`src/verilog/rxs_regs.vh`:
```
// constants for the reset and exception entry sequencer
`ifndef RXS_REGS_VH
`define RXS_REGS_VH
`define RXS_RESET_VECTOR_ADDR  16'h0000
`define RXS_CCR_IMASK_BIT      7
`define RXS_CCR_RESET_VALUE    8'h80
`define RXS_MIN_RESET_CYCLES   10
`define RXS_ADDR_W             16
`define RXS_DATA_W             8
`endif

```
`src/verilog/rxs_pin_sync.v`:
```
// two-flop synchroniser for the external reset pin
`timescale 1ns/10ps
module rxs_pin_sync (
    // clock and reset
    input  wire core_clk,
    input  wire rst,
    // pin in, synchronised out
    input  wire pin_n,
    output wire pin_n_sync
);
    reg stage1_reg;
    reg stage2_reg;

    // pin assumed asserted (low) during reset so release is seen cleanly
    always @(posedge core_clk or posedge rst) begin
        if (rst) begin
            stage1_reg <= 1'b0;
            stage2_reg <= 1'b0;
        end else begin
            stage1_reg <= pin_n;
            stage2_reg <= stage1_reg;
        end
    end

    assign pin_n_sync = stage2_reg;
endmodule // rxs_pin_sync

```
`src/verilog/rxs_sequencer.v`:
```
// reset and exception entry sequencer for a small cpu core
//
// Function
// RULE1: reset beats every pending interrupt request.
// RULE2: reset sequence starts the cycle after reset state is released.
// RULE3: interrupt entry waits until current instruction or exception completes.
// RULE4: pin low halts all processing at once and holds reset; here core_halt rises on the third clock edge after the pin falls.
// RULE5: outside source holds pin low at least 10 system clocks.
// RULE6: at power-up pin stays low until the clock is stable.
// RULE7: reset initialises cpu and peripherals, sets interrupt mask bit.
// RULE8: program counter is fetched from vector word at 0000-0001.
// RULE9: interrupts masked after reset until the first instruction runs.
// RULE10: first program instruction should load the stack pointer.
// RULE11: mask bit set: requests still flag but are not accepted.
// RULE12: reset pin is synchronised before its release starts the fetch.
`timescale 1ns/10ps
`include "rxs_regs.vh"
module rxs_sequencer (
    // clock and reset
    input  wire                   core_clk,
    input  wire                   rst,
    // external reset pin
    input  wire                   external_reset_pin_n,
    // vector fetch bus
    output reg  [`RXS_ADDR_W-1:0] vec_addr,
    output reg                    vec_rd,
    input  wire [`RXS_DATA_W-1:0] vec_rdata,
    // core handshake
    input  wire                   insn_done,
    input  wire                   irq_pending,
    input  wire                   ccr_imask,
    input  wire                   irq_entry_done,
    // outputs to core and peripherals
    output reg                    core_halt,
    output reg                    periph_init,
    output reg                    ccr_load,
    output reg  [`RXS_DATA_W-1:0] condition_flags_register,
    output reg                    pc_load,
    output reg  [`RXS_ADDR_W-1:0] pc_value,
    output reg                    irq_take,
    output reg                    irq_block
);
    localparam [2:0] ST_RESET = 3'h0;
    localparam [2:0] ST_INIT  = 3'h1;
    localparam [2:0] ST_VECHI = 3'h2;
    localparam [2:0] ST_VECLO = 3'h3;
    localparam [2:0] ST_FIRST = 3'h4;
    localparam [2:0] ST_RUN   = 3'h5;
    localparam [2:0] ST_IRQ   = 3'h6;

    wire       pin_n_sync;
    reg  [2:0] state_reg;
    reg  [2:0] state_next;
    reg  [`RXS_DATA_W-1:0] pc_hi_reg;

    ////////////////////////////////////////////////////////////////////////////
    rxs_pin_sync u_sync (
        .core_clk   (core_clk),
        .rst        (rst),
        .pin_n      (external_reset_pin_n),
        .pin_n_sync (pin_n_sync)
    ); // RULE12

    ////////////////////////////////////////////////////////////////////////////
    always @* begin
        state_next = state_reg;
        case (state_reg)
            ST_RESET: state_next = ST_INIT; // RULE2
            ST_INIT:  state_next = ST_VECHI;
            ST_VECHI: state_next = ST_VECLO;
            ST_VECLO: state_next = ST_FIRST;
            ST_FIRST: if (insn_done) state_next = ST_RUN; // RULE9
            ST_RUN:   if (insn_done && irq_pending && !ccr_imask)
                          state_next = ST_IRQ; // RULE3 RULE11
            ST_IRQ:   if (irq_entry_done) state_next = ST_RUN; // RULE3
            default:  state_next = ST_RESET;
        endcase
        // synchronised low pin overrides everything, interrupts included
        if (!pin_n_sync)
            state_next = ST_RESET; // RULE1 RULE4
    end

    always @(posedge core_clk or posedge rst) begin
        if (rst) begin
            state_reg <= ST_RESET;
            pc_hi_reg <= {`RXS_DATA_W{1'b0}};
        end else begin
            state_reg <= state_next;
            if (state_reg == ST_VECHI)
                pc_hi_reg <= vec_rdata;
        end
    end

    ////////////////////////////////////////////////////////////////////////////
    // registered outputs, decoded from the next state so they line up with it; pc_load, pc_value and irq_take also use the current state
    always @(posedge core_clk or posedge rst) begin
        if (rst) begin
            core_halt                <= 1'b1;
            periph_init              <= 1'b1;
            ccr_load                 <= 1'b0;
            condition_flags_register <= `RXS_CCR_RESET_VALUE;
            vec_rd                   <= 1'b0;
            vec_addr                 <= `RXS_RESET_VECTOR_ADDR;
            pc_load                  <= 1'b0;
            pc_value                 <= {`RXS_ADDR_W{1'b0}};
            irq_take                 <= 1'b0;
            irq_block                <= 1'b1;
        end else begin
            core_halt   <= (state_next != ST_FIRST) && (state_next != ST_RUN) &&
                           (state_next != ST_IRQ); // RULE4
            periph_init <= (state_next == ST_RESET) || (state_next == ST_INIT); // RULE7
            ccr_load    <= (state_next == ST_INIT); // RULE7
            condition_flags_register <= `RXS_CCR_RESET_VALUE; // RULE7
            vec_rd      <= (state_next == ST_VECHI) || (state_next == ST_VECLO); // RULE8
            vec_addr    <= (state_next == ST_VECLO) ? `RXS_RESET_VECTOR_ADDR + 16'h0001
                                                    : `RXS_RESET_VECTOR_ADDR; // RULE8
            pc_load     <= (state_reg == ST_VECLO) && (state_next == ST_FIRST); // RULE8
            if (state_reg == ST_VECLO)
                pc_value <= {pc_hi_reg, vec_rdata}; // RULE8
            irq_take    <= (state_reg == ST_RUN) && (state_next == ST_IRQ); // RULE3
            irq_block   <= (state_next != ST_RUN); // RULE9 RULE11
        end
    end
endmodule // rxs_sequencer

```
`config.mk`:
```
export PLATFORM = sky130hd
export DESIGN_NAME = rxs_sequencer
export DESIGN_NICKNAME = d
export VERILOG_FILES = /design/src/verilog/rxs_pin_sync.v /design/src/verilog/rxs_sequencer.v
export VERILOG_INCLUDE_DIRS = /design/src /design/src/verilog
export SDC_FILE = /design/constraint.sdc
export NUM_CORES = 1
export LEC_CHECK = 0
export BUFFER_PORTS_ARGS = -buffer_cell sky130_fd_sc_hd__buf_2
export CORE_ASPECT_RATIO = 1.1
export CORE_MARGIN = 2
export CORE_UTILIZATION = 33
export CTS_CLUSTER_SIZE = 8
export DETAILED_ROUTE_END_ITERATION = 12
export MAX_ROUTING_LAYER = met4
export PLACE_DENSITY = 0.67
export SYNTH_ARGS = -nofsm -noshare
export SYNTH_HDL_FRONTEND = slang
export SYNTH_SLANG_ARGS = --single-unit
```
`constraint.sdc`:
```
create_clock -name core_clk -period 1.96 [get_ports core_clk]
set_input_delay 0.196 -clock core_clk [delete_from_list [all_inputs] [get_ports core_clk]]
set_output_delay 0.196 -clock core_clk [all_outputs]
set_load 0.005 [all_outputs]
```
==> impl_table.tex, run 1 <==
\begin{tabular}{lr}
\hline
Metric & Value \\
\hline
\multicolumn{2}{l}{\textbf{Pwr}} \\
\quad Switching power summed over all nets & 581 µW \\
\quad Overall Power & approximately 2.2 mW \\
\quad Net switching fraction of the power & 0.266 \\
\quad Power density over the cells & 1140 nW/µm² \\
\quad Leakage power figure & 0.943 nW \\
\quad Fraction of power consumed by combinational cells & 0.251 \\
\quad Clk network pwr share & 0.230 \\
\quad Maximum VDD drop & 0.385 mV \\
\quad Portion of total power attributed to sequential cells & 0.519 \\
\quad Int Power & 1.60 mW \\
\multicolumn{2}{l}{\textbf{Synthesis}} \\
\quad Mean area per synthesized cell & roughly 13 µm² \\
\quad EDFF count, synth & 0 \\
\quad Number of instances in the synthesized netlist & 122 \\
\quad Synth area leaders & sky130\_fd\_sc\_hd\_\_dfrtp\_1 52\%, sky130\_fd\_sc\_hd\_\_mux2\_2 16\%, sky130\_fd\_sc\_hd\_\_buf\_4 11\%, sky130\_fd\_sc\_hd\_\_dfstp\_2 4.8\%, sky130\_fd\_sc\_hd\_\_a2111oi\_4 1.7\% \\
\quad Post-synth design cell area & around 1600 µm² \\
\quad Async set or reset register ratio after synthesis & 1.00 \\
\quad Sequential area share after synthesis & 0.565 \\
\quad Cell type with the largest total area after synthesis & sky130\_fd\_sc\_hd\_\_dfrtp\_1 \\
\quad Synthesis Warnings & 0 \\
\quad Number of unique standard cell types used by synthesis & 32 \\
\quad Number of storage elements in the synthesis netlist & 37 \\
\quad Most common flop cell mapped by yosys & sky130\_fd\_sc\_hd\_\_dfrtp\_1 \\
\quad Fraction of post-synthesis cell area in the top cell type by area & 0.518 \\
\multicolumn{2}{l}{\textbf{Finish}} \\
\quad Area of the multi-input gates & 587 µm² \\
\quad Number of antenna diodes & 0 \\
\quad Total number of nets in the final design & 181 \\
\quad Fill cell total of the finished layout & 459 \\
\quad Area occupied by registers & 930 µm² \\
\quad Area Overhead vs Synth & 16.1\% \\
\quad Most frequent standard cell in the layout excluding fill and tap cells & sky130\_fd\_sc\_hd\_\_buf\_2 \\
\quad Max FFs per register & 16 \\
\quad Proportion of layout cells with a drive suffix above 1 & 0.503 \\
\quad Highest-count cells in the layout ignoring fill and taps & 38 x sky130\_fd\_sc\_hd\_\_buf\_2, 34 x sky130\_fd\_sc\_hd\_\_dfrtp\_1, 24 x sky130\_fd\_sc\_hd\_\_mux2\_2 \\
\multicolumn{2}{l}{\textbf{Timing}} \\
\quad Top achievable clock speed & 572 MHz \\
\quad Final TNS setup & 0 ns \\
\quad Fraction of the cycle the final worst path needs & 0.893 \\
\quad Layout Skew & around 0.0054 ns \\
\quad Hold violation total from the final report & 0 \\
\quad Transition time at the pin with the least slew margin & 0.524 ns \\
\quad Count of endpoints failing setup in the final report & 0 \\
\quad Setup repair after global routing missed its margin & false \\
\quad Slew Limit Fails & 0 \\
\quad Shortest clock period the worst path allows after layout & 1.75 ns \\
\quad Relative max-transition margin & 0.650 \\
\multicolumn{2}{l}{\textbf{Place}} \\
\quad Placer congestion estimate & 0.697 \\
\quad Number of port buffers & 38 \\
\quad HPWL after detailed placement & 1.90 mm \\
\multicolumn{2}{l}{\textbf{Global routing}} \\
\quad GRT Residual Overflow & 0 \\
\quad Largest net degree at the start of global routing & 38 \\
\quad Tot GR Track Use & 0.103 \\
\quad Wire length of the first global-routing pass & 4.25 mm \\
\quad Via count of the first global-routing pass & 891 \\
\quad Number of antenna violations at the first check in global routing & 0 \\
\multicolumn{2}{l}{\textbf{Drt}} \\
\quad Number of search-and-repair iterations in the first detailed-routing pass & 5 \\
\quad Number of routed nets with antenna violations & 0 \\
\quad Number of violations reported at the end of detailed-routing iteration 0 & 69 \\
\quad Residual DRC count & 0 \\
\quad Count of vias placed by the detailed router & 986 \\
\quad Routed wire length & 2.64 mm \\
\quad Routed via count divided by cell count & about 4.4 \\
\quad Routed length per instance & about 12 µm \\
\multicolumn{2}{l}{\textbf{CTS}} \\
\quad Number of buffers between clock root and the deepest sink & 2 \\
\quad TritonCTS Sinks & 37 \\
\quad Insertion delay of the later-clocked pin in the worst-skew pair & about 0.28 ns \\
\quad TritonCTS Buffers & 5 \\
\quad CTS Root Cell & sky130\_fd\_sc\_hd\_\_clkbuf\_8 \\
\quad CTS tree & done \\
\quad PostCTS Resize Cnt & 0 \\
\quad Number of buffers added for setup after CTS & 0 \\
\quad Clock transition at the register clock pins on the worst setup and hold paths after CTS & approximately 0.07 ns \\
\quad Hold buffer count at CTS & 0 \\
\quad Htree depth & 2 \\
\multicolumn{2}{l}{\textbf{Critical path}} \\
\quad Max stage delay on crit path & 0.54 ns \\
\quad Worst R2R Path Depth & 3 \\
\quad Type of element capturing the critical path & flip-flop \\
\quad R2R setup slack & 0.21 ns \\
\quad Data required time of the critical path & 2.14 ns \\
\quad Critical path cell sequence & and3\_4, or4\_4, a2111oi\_4 \\
\quad Critical-path cell with the highest stage delay & sky130\_fd\_sc\_hd\_\_dfrtp\_1 \\
\quad CP startpoint kind & flip-flop \\
\quad Beginning of the critical path & state\_reg[1]\$\_DFF\_PP0\_ \\
\quad R2R Path Start & state\_reg[1]\$\_DFF\_PP0\_ \\
\quad Crit path capture & ccr\_load\$\_DFF\_PP0\_ \\
\quad Critical path class & flip-flop to flip-flop \\
\quad Worst path arrival time & between 1.5 and 2 ns \\
\quad Maximum fanout encountered on the critical timing path & 12 \\
\quad Capture instance of the worst register-to-register path & ccr\_load\$\_DFF\_PP0\_ \\
\multicolumn{2}{l}{\textbf{Floorplanning}} \\
\quad Horizontal die dimension & 71.3 µm \\
\quad \# IOs & 62 \\
\quad Floorplan core area & about 4700 µm² \\
\quad Die footprint & roughly 5600 µm² \\
\quad Die H & 78.0 µm \\
\quad Starting Density & 0.349 \\
\quad Site row count & 26 \\
\multicolumn{2}{l}{\textbf{Outcome}} \\
\quad Status & completed \\
\multicolumn{2}{l}{\textbf{Min path}} \\
\quad Hold Path Class & primary input to asynchronous set/reset pin \\
\multicolumn{2}{l}{\textbf{Job}} \\
\quad Max-capacitance violation count & 0 \\
\hline
\end{tabular}
[cell type report]
class / count / area share
Timing Repair Buffer: 43 / 0.119
Sequential cell: 37 / 0.487
Tap cell: 56 / 0.0367
Clock inverter: 2 / 0.00525
Inverter: 3 / 0.00590
Multi-Input combinational cell: 76 / 0.308
Clock buffer: 6 / 0.0380
[kinds of logic (layout without fill, tap and decap cells)]
kind of cell | Yosys count | after routing | share of synthesized area
muxes | 25 | 25 | 0.170
AOI/OAI and AO/OA | 8 | 8 | 0.0502
buffers and inverters | 30 | 54 | 0.126
other | 2 | 23 | 0.00457
DFF | 37 | 37 | 0.565
and+or+nand+nor | 20 | 20 | 0.0837
[how the worst min path moves through the flow]
stage / start / end / slack [ns] / depth (start not counted)
final: rst / pc_value[11]$_DFFE_PP0P_ / 0.02 / 3
after global routing: external_reset_pin_n / u_sync.stage1_reg$_DFF_PP0_ / 0.0003 / 1
after CTS: external_reset_pin_n / u_sync.stage1_reg$_DFF_PP0_ / 0.01 / 1
after detailed placement: external_reset_pin_n / u_sync.stage1_reg$_DFF_PP0_ / 0.31 / 1
after global placement: external_reset_pin_n / u_sync.stage1_reg$_DFF_PP0_ / 0.31 / 1
after floorplan: external_reset_pin_n / u_sync.stage1_reg$_DFF_PP0_ / 0.23 / 0
[cells in the mapped netlist (all sizes together), types with 2 or more instances]
| cell type | n |
|---|---|
| buf | 27 |
| conb | 2 |
| dfrtp | 34 |
| dfstp | 3 |
| inv | 3 |
| mux2 | 24 |
| nand2 | 2 |
| nand3 | 2 |
| nand3b | 2 |
| nor2 | 3 |
| nor2b | 2 |
| nor3b | 2 |
[per-stage QoR]
step                      hold slack [ns]  worst slack (ns)   util  area [µm²]  instances
after global routing             0.000298             0.139  0.405        1910        223
after floorplan                     0.227             0.448      -        1720        143
after global placement              0.306             0.264  0.387        1830        215
after detailed placement            0.309             0.231  0.387        1830        215
after CTS                          0.0101             0.207  0.405        1910        223
final                              0.0178             0.210  0.405        1910        223
[critical path, delay by kind of cell (launching register included)]
family	cells	cell delay, ns
simple gates	2	0.77
compound gates	1	0.34
flops	1	0.54
[power by group through the flow]
stage	Sequential (mW)	Clock (mW)	Combinational, mW
after floorplan	1.15	0	0.342
after global placement	1.14	0	0.546
after detailed placement	1.15	0	0.562
after CTS	1.14	0.525	0.564
after global routing	1.17	0.565	0.600
final	1.13	0.501	0.548
[per-layer routing]
layer / vias up / part of all wire / track usage
li1: 458 / - / -
met1: 481 / 0.42 / 0.111
met2: 42 / 0.50 / 0.171
met3: 5 / 0.072 / 0.0398
met4: 0 / 0.011 / 0.0396
met5: - / 0 / -
Power figures use the tool's default switching activity.
==> inputs of run 2 (changes only) <==
REMOVE_ABC_BUFFERS = 1   (was not set)
SYNTH_HIERARCHICAL = 1   (was not set)
clock period = 1.7 ns   (was 1.96 ns; I/O delays follow)
==> impl_table.tex, run 2 <==
\begin{tabular}{lr}
\hline
Metric & Value \\
\hline
\multicolumn{2}{l}{\textbf{Timing}} \\
\quad Hold violation total from the final report & 0 (unchanged) \\
\quad Worst path setup slack after routing & 0.111 ns (-0.0998 ns) \\
\quad Shortest clock period the worst path allows after layout & 1.59 ns (-0.160 ns) \\
\quad Final TNS setup & 0 ns (unchanged) \\
\quad Count of endpoints failing setup in the final report & 0 (unchanged) \\
\quad Top achievable clock speed & 629 MHz (+10\%) \\
\quad Setup repair after global routing missed its margin & false \\
\quad Fraction of the cycle the final worst path needs & 0.935 (+0.0423) \\
\quad Layout Skew & 0.00520 ns (-0.000148 ns) \\
\quad Slew Limit Fails & 0 (unchanged) \\
\multicolumn{2}{l}{\textbf{CTS}} \\
\quad Clock transition at the register clock pins on the worst setup and hold paths after CTS & 0.07 ns (about the same) \\
\quad CTS Root Cell & sky130\_fd\_sc\_hd\_\_clkbuf\_8 \\
\quad Htree depth & 2 (unchanged) \\
\quad Hold buffer count at CTS & 2 (+2) \\
\quad CTS tree & done \\
\quad PostCTS Resize Cnt & 0 (unchanged) \\
\quad Number of buffers between clock root and the deepest sink & 2 (unchanged) \\
\quad Insertion delay of the later-clocked pin in the worst-skew pair & 0.28 ns (about the same) \\
\quad TritonCTS Sinks & 37 (unchanged) \\
\quad TritonCTS Buffers & 5 (unchanged) \\
\quad Number of buffers added for setup after CTS & 0 (unchanged) \\
\multicolumn{2}{l}{\textbf{Finish}} \\
\quad Most frequent standard cell in the layout excluding fill and tap cells & sky130\_fd\_sc\_hd\_\_buf\_2 \\
\quad Proportion of layout cells with a drive suffix above 1 & 0.491 (-0.0117) \\
\quad Max FFs per register & 16 (unchanged) \\
\quad Area Overhead vs Synth & 19.5\% \\
\quad Total number of nets in the final design & 188 (+3.9\%) \\
\quad Number of antenna diodes & 0 (unchanged) \\
\quad Post-Layout Inst Area & 1970 µm² (+3.1\%) \\
\quad Highest-count cells in the layout ignoring fill and taps & 38 x sky130\_fd\_sc\_hd\_\_buf\_2, 34 x sky130\_fd\_sc\_hd\_\_dfrtp\_1, 24 x sky130\_fd\_sc\_hd\_\_mux2\_2 \\
\multicolumn{2}{l}{\textbf{Global routing}} \\
\quad Global-route met2 utilization & 0.169 (-0.00278) \\
\quad Global-route track usage on met3 & 0.0424 (+0.00257) \\
\quad Via count of the first global-routing pass & 999 (+12\%) \\
\quad Tot GR Track Use & 0.108 (+0.00458) \\
\quad Largest net degree at the start of global routing & 36 (-5.3\%) \\
\quad Number of antenna violations at the first check in global routing & 0 (unchanged) \\
\quad Wire length of the first global-routing pass & 4.38 mm (+3.1\%) \\
\quad Most congested layer reported by global routing & met2 \\
\quad Met1 Resource Use GR & 0.120 (+0.00944) \\
\quad GRT Residual Overflow & 0 (unchanged) \\
\multicolumn{2}{l}{\textbf{Floorplanning}} \\
\quad Floorplan core area & 4720 µm² (unchanged) \\
\quad Die H & 78.1 µm (about the same) \\
\quad Horizontal die dimension & 71.4 µm (about the same) \\
\quad Site row count & 26 (unchanged) \\
\quad \# IOs & 62 (unchanged) \\
\quad Die footprint & 5570 µm² (+0.14\%) \\
\quad Starting Density & 0.349 (+0.000530) \\
\multicolumn{2}{l}{\textbf{Critical path}} \\
\quad Worst path arrival time & 1.77 ns (-0.16 ns) \\
\quad Max stage delay on crit path & 0.54 ns (about the same) \\
\quad Worst R2R Path Depth & 3 (unchanged) \\
\quad Critical path cell sequence & and3\_1, or4\_4, a2111oi\_4 \\
\quad CP startpoint kind & flip-flop \\
\quad Type of element capturing the critical path & flip-flop \\
\quad Data required time of the critical path & 1.88 ns (-0.26 ns) \\
\quad Maximum fanout encountered on the critical timing path & 4 (-8) \\
\quad Critical-path cell with the highest stage delay & sky130\_fd\_sc\_hd\_\_or4\_4 \\
\quad Critical path class & flip-flop to flip-flop \\
\multicolumn{2}{l}{\textbf{Place}} \\
\quad Post-DP Area & 1860 µm² (+2.0\%) \\
\quad Placer congestion estimate & 0.773 (+11\%) \\
\quad Minimum setup slack after placement & 0.126 ns (-0.105 ns) \\
\quad Number of port buffers & 38 (unchanged) \\
\quad HPWL after detailed placement & 1.96 mm (+3.2\%) \\
\multicolumn{2}{l}{\textbf{Job}} \\
\quad Max-capacitance violation count & 0 (unchanged) \\
\multicolumn{2}{l}{\textbf{Drt}} \\
\quad Routed wire length & 2.67 mm (+1.0\%) \\
\quad Count of vias placed by the detailed router & 986 (unchanged) \\
\quad Residual DRC count & 0 (unchanged) \\
\quad Routed length per instance & 11.7 µm (-1.6\%) \\
\quad Number of search-and-repair iterations in the first detailed-routing pass & 3 (-2) \\
\quad Number of violations reported at the end of detailed-routing iteration 0 & 15 (-78\%) \\
\quad Number of routed nets with antenna violations & 0 (unchanged) \\
\quad Routed via count divided by cell count & 4.31 (-2.6\%) \\
\multicolumn{2}{l}{\textbf{Synthesis}} \\
\quad Cell type with the largest total area after synthesis & sky130\_fd\_sc\_hd\_\_dfrtp\_1 \\
\quad Number of unique standard cell types used by synthesis & 33 (+3.1\%) \\
\quad Most common flop cell mapped by yosys & sky130\_fd\_sc\_hd\_\_dfrtp\_1 \\
\quad Synth area leaders & sky130\_fd\_sc\_hd\_\_dfrtp\_1 52\%, sky130\_fd\_sc\_hd\_\_mux2\_2 16\%, sky130\_fd\_sc\_hd\_\_buf\_4 10\%, sky130\_fd\_sc\_hd\_\_dfstp\_2 4.8\%, sky130\_fd\_sc\_hd\_\_a2111oi\_4 1.7\% \\
\quad Top-count cell post-synth & sky130\_fd\_sc\_hd\_\_dfrtp\_1 \\
\quad Post-synth design cell area & 1650 µm² (+0.15\%) \\
\quad Sequential area share after synthesis & 0.565 (-0.000859) \\
\quad Number of instances in the synthesized netlist & 124 (+1.6\%) \\
\quad Async set or reset register ratio after synthesis & 1.00 (unchanged) \\
\quad EDFF count, synth & 0 (unchanged) \\
\quad Synthesis Warnings & 6 (+6) \\
\quad Leading post-synthesis cells by instance count & 34 x sky130\_fd\_sc\_hd\_\_dfrtp\_1, 24 x sky130\_fd\_sc\_hd\_\_mux2\_2, 23 x sky130\_fd\_sc\_hd\_\_buf\_4, 4 x sky130\_fd\_sc\_hd\_\_buf\_2 \\
\quad Mean area per synthesized cell & 13.3 µm² (-1.5\%) \\
\quad Number of storage elements in the synthesis netlist & 37 (unchanged) \\
\quad Fraction of post-synthesis cell area in the top cell type by area & 0.517 (-0.000786) \\
\multicolumn{2}{l}{\textbf{Min path}} \\
\quad Hold-critical path depth & 2 \\
\quad Hold Path Class & primary input to flip-flop \\
\multicolumn{2}{l}{\textbf{Pwr}} \\
\quad Leakage power figure & 0.987 nW (+4.6\%) \\
\quad Power density over the cells & 1300 nW/µm² (+13\%) \\
\quad Maximum VDD drop & 0.307 mV (-20\%) \\
\multicolumn{2}{l}{\textbf{Outcome}} \\
\quad Status & completed \\
\hline
\end{tabular}
run 2: changes by cell type after synthesis:
cell,previous run,this run
sky130_fd_sc_hd__and2b_1,0,1
sky130_fd_sc_hd__buf_4,24,23
sky130_fd_sc_hd__buf_6,0,1
sky130_fd_sc_hd__and3_4,1,0
sky130_fd_sc_hd__nor3b_2,1,0
sky130_fd_sc_hd__and3_1,0,1
sky130_fd_sc_hd__inv_1,2,3
sky130_fd_sc_hd__buf_2,3,4
run 2: worst paths after layout:
path,from,endpoint,slack [ns]
worst max-delay path,state_reg[1]$_DFF_PP0_,ccr_load$_DFF_PP0_,0.11
worst min-delay path,vec_rdata[5],pc_hi_reg[5]$_DFFE_PP0P_,0.14
worst max register to register,state_reg[1]$_DFF_PP0_,ccr_load$_DFF_PP0_,0.11
worst min register to register,u_sync/stage1_reg$_DFF_PP0_,u_sync/pin_n_sync$_DFF_PP0_,0.36
max in group asynchronous,rst,periph_init$_DFF_PP1_,0.82
min in group asynchronous,rst,u_sync/stage1_reg$_DFF_PP0_,0.29
run 2: cells by family after synthesis:
| kind of cell | count (synthesis) | synth area share |
|---|---|---|
| AOI/OAI and AO/OA | 8 | 0.0502 |
| buffers and inverters | 32 | 0.133 |
| DFF | 37 | 0.565 |
| muxes | 25 | 0.170 |
| other | 2 | 0.00456 |
| and+or+nand+nor | 20 | 0.0775 |
run 2: metal layers:
layer  routed length, µm  up-vias
met4                  59        0
met1                1180      459
li1                    -      475
met3                 221        5
met5                   0        -
met2                1210       47
run 2: critical path, delay by kind of cell, from the launching register on:
kind,cells,cell delay [ns]
AO/OA/AOI/OAI,1,0.34
flip-flops,1,0.40
AND/OR/NAND/NOR,2,0.74
run 2: per-stage QoR:
| stage | utilization | instances | power [mW] | hold WS [ns] |
|---|---|---|---|---|
| final | 0.417 | 229 | 2.55 | 0.136 |
| after CTS | 0.417 | 229 | 2.61 | 0.126 |
| after global routing | 0.417 | 229 | 2.74 | 0.120 |
| after floorplan | - | 117 | 1.67 | -0.0888 |
| after detailed placement | 0.395 | 220 | 1.99 | 0.0401 |
| after global placement | 0.395 | 220 | 1.96 | 0.0308 |
run 2: where the power goes:
part / internal, mW / switching [mW] / total, mW
sequential: 1.17 / 0.119 / 1.29
combinational: 0.408 / 0.255 / 0.663
clock: 0.321 / 0.275 / 0.596
total: 1.90 / 0.649 / 2.55
run 2: cell type report:
class                      instances  area, µm²
multi-input combinational         76        577
tap                               56       70.1
fill                             463       2750
timing repair buffer              49        290
inverter                           4       15.0
sequential                        37        930
clock buffer                       7       86.3
==> inputs of run 3 (changes only) <==
BUFFER_PORTS_ARGS = not set   (was -buffer_cell sky130_fd_sc_hd__buf_2)
DONT_BUFFER_PORTS = 1   (was not set)
PLACE_DENSITY = 0.57   (was 0.67)
==> impl_table.tex, run 3 (synthesis gave the netlist of run 2 again) <==
\begin{tabular}{lr}
\hline
Metric & Value \\
\hline
\multicolumn{2}{l}{\textbf{Place}} \\
\quad Number of port buffers & 0 (-100\%) \\
\quad HPWL after detailed placement & 2.00 mm (+1.8\%) \\
\quad DP Cell Count & 180 (-18\%) \\
\quad Placer congestion estimate & 0.811 (+4.9\%) \\
\multicolumn{2}{l}{\textbf{Drt}} \\
\quad Routed length per instance & 14.3 µm (+23\%) \\
\quad Routed via count divided by cell count & 4.51 (+4.6\%) \\
\quad Number of search-and-repair iterations in the first detailed-routing pass & 4 (+1) \\
\quad Number of routed nets with antenna violations & 0 (unchanged) \\
\quad Count of vias placed by the detailed router & 856 (-13\%) \\
\quad Residual DRC count & 0 (unchanged) \\
\quad Number of violations reported at the end of detailed-routing iteration 0 & 37 (+22) \\
\quad Routed wire length & 2.73 mm (+2.1\%) \\
\multicolumn{2}{l}{\textbf{CTS}} \\
\quad Insertion delay of the later-clocked pin in the worst-skew pair & 0.28 ns (about the same) \\
\quad TritonCTS Sinks & 37 (unchanged) \\
\quad Clock transition at the register clock pins on the worst setup and hold paths after CTS & 0.07 ns (about the same) \\
\quad CTS Root Cell & sky130\_fd\_sc\_hd\_\_clkbuf\_8 \\
\quad TritonCTS Buffers & 5 (unchanged) \\
\quad Number of buffers between clock root and the deepest sink & 2 (unchanged) \\
\quad Htree depth & 2 (unchanged) \\
\quad CTS tree & done \\
\multicolumn{2}{l}{\textbf{Global routing}} \\
\quad Via count of the first global-routing pass & 912 (-8.7\%) \\
\quad Number of antenna violations at the first check in global routing & 0 (unchanged) \\
\quad GRT Residual Overflow & 0 (unchanged) \\
\quad Wire length of the first global-routing pass & 4.29 mm (-2.1\%) \\
\quad Tot GR Track Use & 0.106 (-0.00181) \\
\quad Largest net degree at the start of global routing & 36 (unchanged) \\
\multicolumn{2}{l}{\textbf{Finish}} \\
\quad Area Overhead vs Synth & 6.16\% \\
\quad Proportion of layout cells with a drive suffix above 1 & 0.351 (-0.141) \\
\quad Share of the core filled with cells & 0.371 (-0.0467) \\
\quad Total number of nets in the final design & 148 (-21\%) \\
\quad Highest-count cells in the layout ignoring fill and taps & 33 x sky130\_fd\_sc\_hd\_\_dfrtp\_1, 24 x sky130\_fd\_sc\_hd\_\_mux2\_2, 23 x sky130\_fd\_sc\_hd\_\_conb\_1 \\
\quad Most frequent standard cell in the layout excluding fill and tap cells & sky130\_fd\_sc\_hd\_\_dfrtp\_1 \\
\quad Fill cell total of the finished layout & 461 (-0.43\%) \\
\quad Number of antenna diodes & 0 (unchanged) \\
\quad Max FFs per register & 16 (unchanged) \\
\quad Filler-free cell count of the finished design & 190 (-17\%) \\
\multicolumn{2}{l}{\textbf{Critical path}} \\
\quad Critical path cell sequence & and3\_1, or4\_4, a2111oi\_4 \\
\quad Critical-path cell with the highest stage delay & sky130\_fd\_sc\_hd\_\_or4\_4 \\
\quad Data required time of the critical path & 1.88 ns (about the same) \\
\quad Type of element capturing the critical path & flip-flop \\
\quad Maximum fanout encountered on the critical timing path & 6 (+2) \\
\quad Worst R2R Path Depth & 3 (unchanged) \\
\quad CP startpoint kind & flip-flop \\
\quad Critical path class & flip-flop to flip-flop \\
\quad R2R Path Start & state\_reg[1]\$\_DFF\_PP0\_ \\
\quad Max stage delay on crit path & 0.54 ns (about the same) \\
\quad Worst path arrival time & 1.81 ns (+0.04 ns) \\
\quad Capture instance of the worst register-to-register path & ccr\_load\$\_DFF\_PP0\_ \\
\quad R2R setup slack & 0.07 ns (-0.04 ns) \\
\multicolumn{2}{l}{\textbf{Min path}} \\
\quad Hold Startpoint & vec\_rdata[4] \\
\quad Sink of the worst hold path & pc\_value[4]\$\_DFFE\_PP0P\_ \\
\quad Hold Path Class & primary input to flip-flop \\
\quad Hold-critical path depth & 1 (-1) \\
\multicolumn{2}{l}{\textbf{Floorplanning}} \\
\quad Die H & 78.1 µm (unchanged) \\
\quad \# IOs & 62 (unchanged) \\
\quad Floorplan core area & 4720 µm² (unchanged) \\
\quad Die footprint & 5570 µm² (unchanged) \\
\quad Site row count & 26 (unchanged) \\
\quad Horizontal die dimension & 71.4 µm (unchanged) \\
\quad Starting Density & 0.349 (unchanged) \\
\multicolumn{2}{l}{\textbf{Pwr}} \\
\quad Int Power & 1.72 mW (-9.7\%) \\
\quad Clk network pwr share & 0.241 (+0.008) \\
\quad Power density over the cells & 1340 nW/µm² (+3.2\%) \\
\quad Switching power summed over all nets & 621 µW (-4.4\%) \\
\quad Fraction of power consumed by combinational cells & 0.176 (-0.084) \\
\quad Maximum VDD drop & 0.330 mV (+7.7\%) \\
\quad Portion of total power attributed to sequential cells & 0.583 (+0.076) \\
\quad Leakage power figure & 0.816 nW (-17\%) \\
\quad Net switching fraction of the power & 0.265 (+0.0110) \\
\multicolumn{2}{l}{\textbf{Job}} \\
\quad Max-capacitance violation count & 0 (unchanged) \\
\multicolumn{2}{l}{\textbf{Timing}} \\
\quad Shortest clock period the worst path allows after layout & 1.63 ns (+0.0356 ns) \\
\quad Hold violation total from the final report & 0 (unchanged) \\
\quad Top achievable clock speed & 615 MHz (-2.2\%) \\
\quad Fraction of the cycle the final worst path needs & 0.956 (+0.0210) \\
\quad Slew Limit Fails & 0 (unchanged) \\
\quad Layout Skew & 0.00353 ns (-0.00168 ns) \\
\quad Final TNS setup & 0 ns (unchanged) \\
\quad Count of endpoints failing setup in the final report & 0 (unchanged) \\
\quad Setup repair after global routing missed its margin & false \\
\multicolumn{2}{l}{\textbf{Outcome}} \\
\quad Status & completed \\
\hline
\end{tabular}
==> run 3: changes by cell type in the layout (fill, tap and decap cells not counted), sizes merged <==
cell	change
clkinv	+2
clkbuf	-1
buf	-40
==> run 3: worst max path at each step <==
stage | slack, ns | cells after the start | to | startpoint
global placement | 0.11 | 3 | ccr_load$_DFF_PP0_ | state_reg[1]$_DFF_PP0_
floorplan | 0.02 | 3 | ccr_load$_DFF_PP0_ | state_reg[2]$_DFF_PP0_
finish | 0.07 | 3 | ccr_load$_DFF_PP0_ | state_reg[1]$_DFF_PP0_
detailed placement | 0.08 | 3 | ccr_load$_DFF_PP0_ | state_reg[1]$_DFF_PP0_
global route | 0.04 | 3 | ccr_load$_DFF_PP0_ | state_reg[1]$_DFF_PP0_
CTS | 0.07 | 3 | ccr_load$_DFF_PP0_ | state_reg[1]$_DFF_PP0_
==> run 3: stage by stage <==
step | instance area [µm²] | worst slack (ns) | hold WS [ns] | total power [mW]
3_5_place_dp | 1640 | 0.0826 | -0.0824 | 1.81
4_1_cts | 1750 | 0.0674 | 0.0245 | 2.39
2_1_floorplan | 1520 | 0.0182 | -0.0888 | 1.67
6_report | 1750 | 0.0749 | 0.0361 | 2.34
5_1_grt | 1750 | 0.0409 | 0.0216 | 2.50
3_3_place_gp | 1640 | 0.114 | -0.0848 | 1.77
==> run 3: area by class of cell <==
| cell class | count | area (µm²) | area share |
|---|---|---|---|
| clock inverters | 2 | 10.0 | 0.00573 |
| multi-input cells | 76 | 577 | 0.330 |
| repair buffers | 9 | 72.6 | 0.0415 |
| well taps | 56 | 70.1 | 0.0401 |
| flip-flops and latches | 37 | 931 | 0.533 |
| inverters | 4 | 15.0 | 0.00859 |
| clock buffers | 6 | 72.6 | 0.0415 |
==> run 3: routing by layer <==
| layer | share of wire | track usage |
|---|---|---|
| met5 | 0 | - |
| met1 | 0.34 | 0.104 |
| met4 | 0.016 | 0.0604 |
| met3 | 0.069 | 0.0398 |
| met2 | 0.57 | 0.178 |
==> run 3: power groups by stage <==
stage | Clock [mW] | Combinational (mW) | Sequential (mW)
after CTS | 0.595 | 0.421 | 1.37
after detailed placement | 0 | 0.416 | 1.39
final | 0.563 | 0.411 | 1.36
after global routing | 0.635 | 0.466 | 1.40
after global placement | 0 | 0.392 | 1.37
after floorplan | 0 | 0.331 | 1.34
==> run 3: critical path: cells and delay by family (launching register included) <==
kind	cells	cell delay, ns
and+or+nand+nor	2	0.75
AOI/OAI and AO/OA	1	0.34
DFF	1	0.44
==> run 3: repair_timing <==
action / in CTS / in global routing
endpoints found under the hold margin: 35 / 0
endpoints found under the setup margin: 0 / 1
gates resized for setup: 0 / 1
hold buffers: 2 / 0
setup buffers: 0 / 0
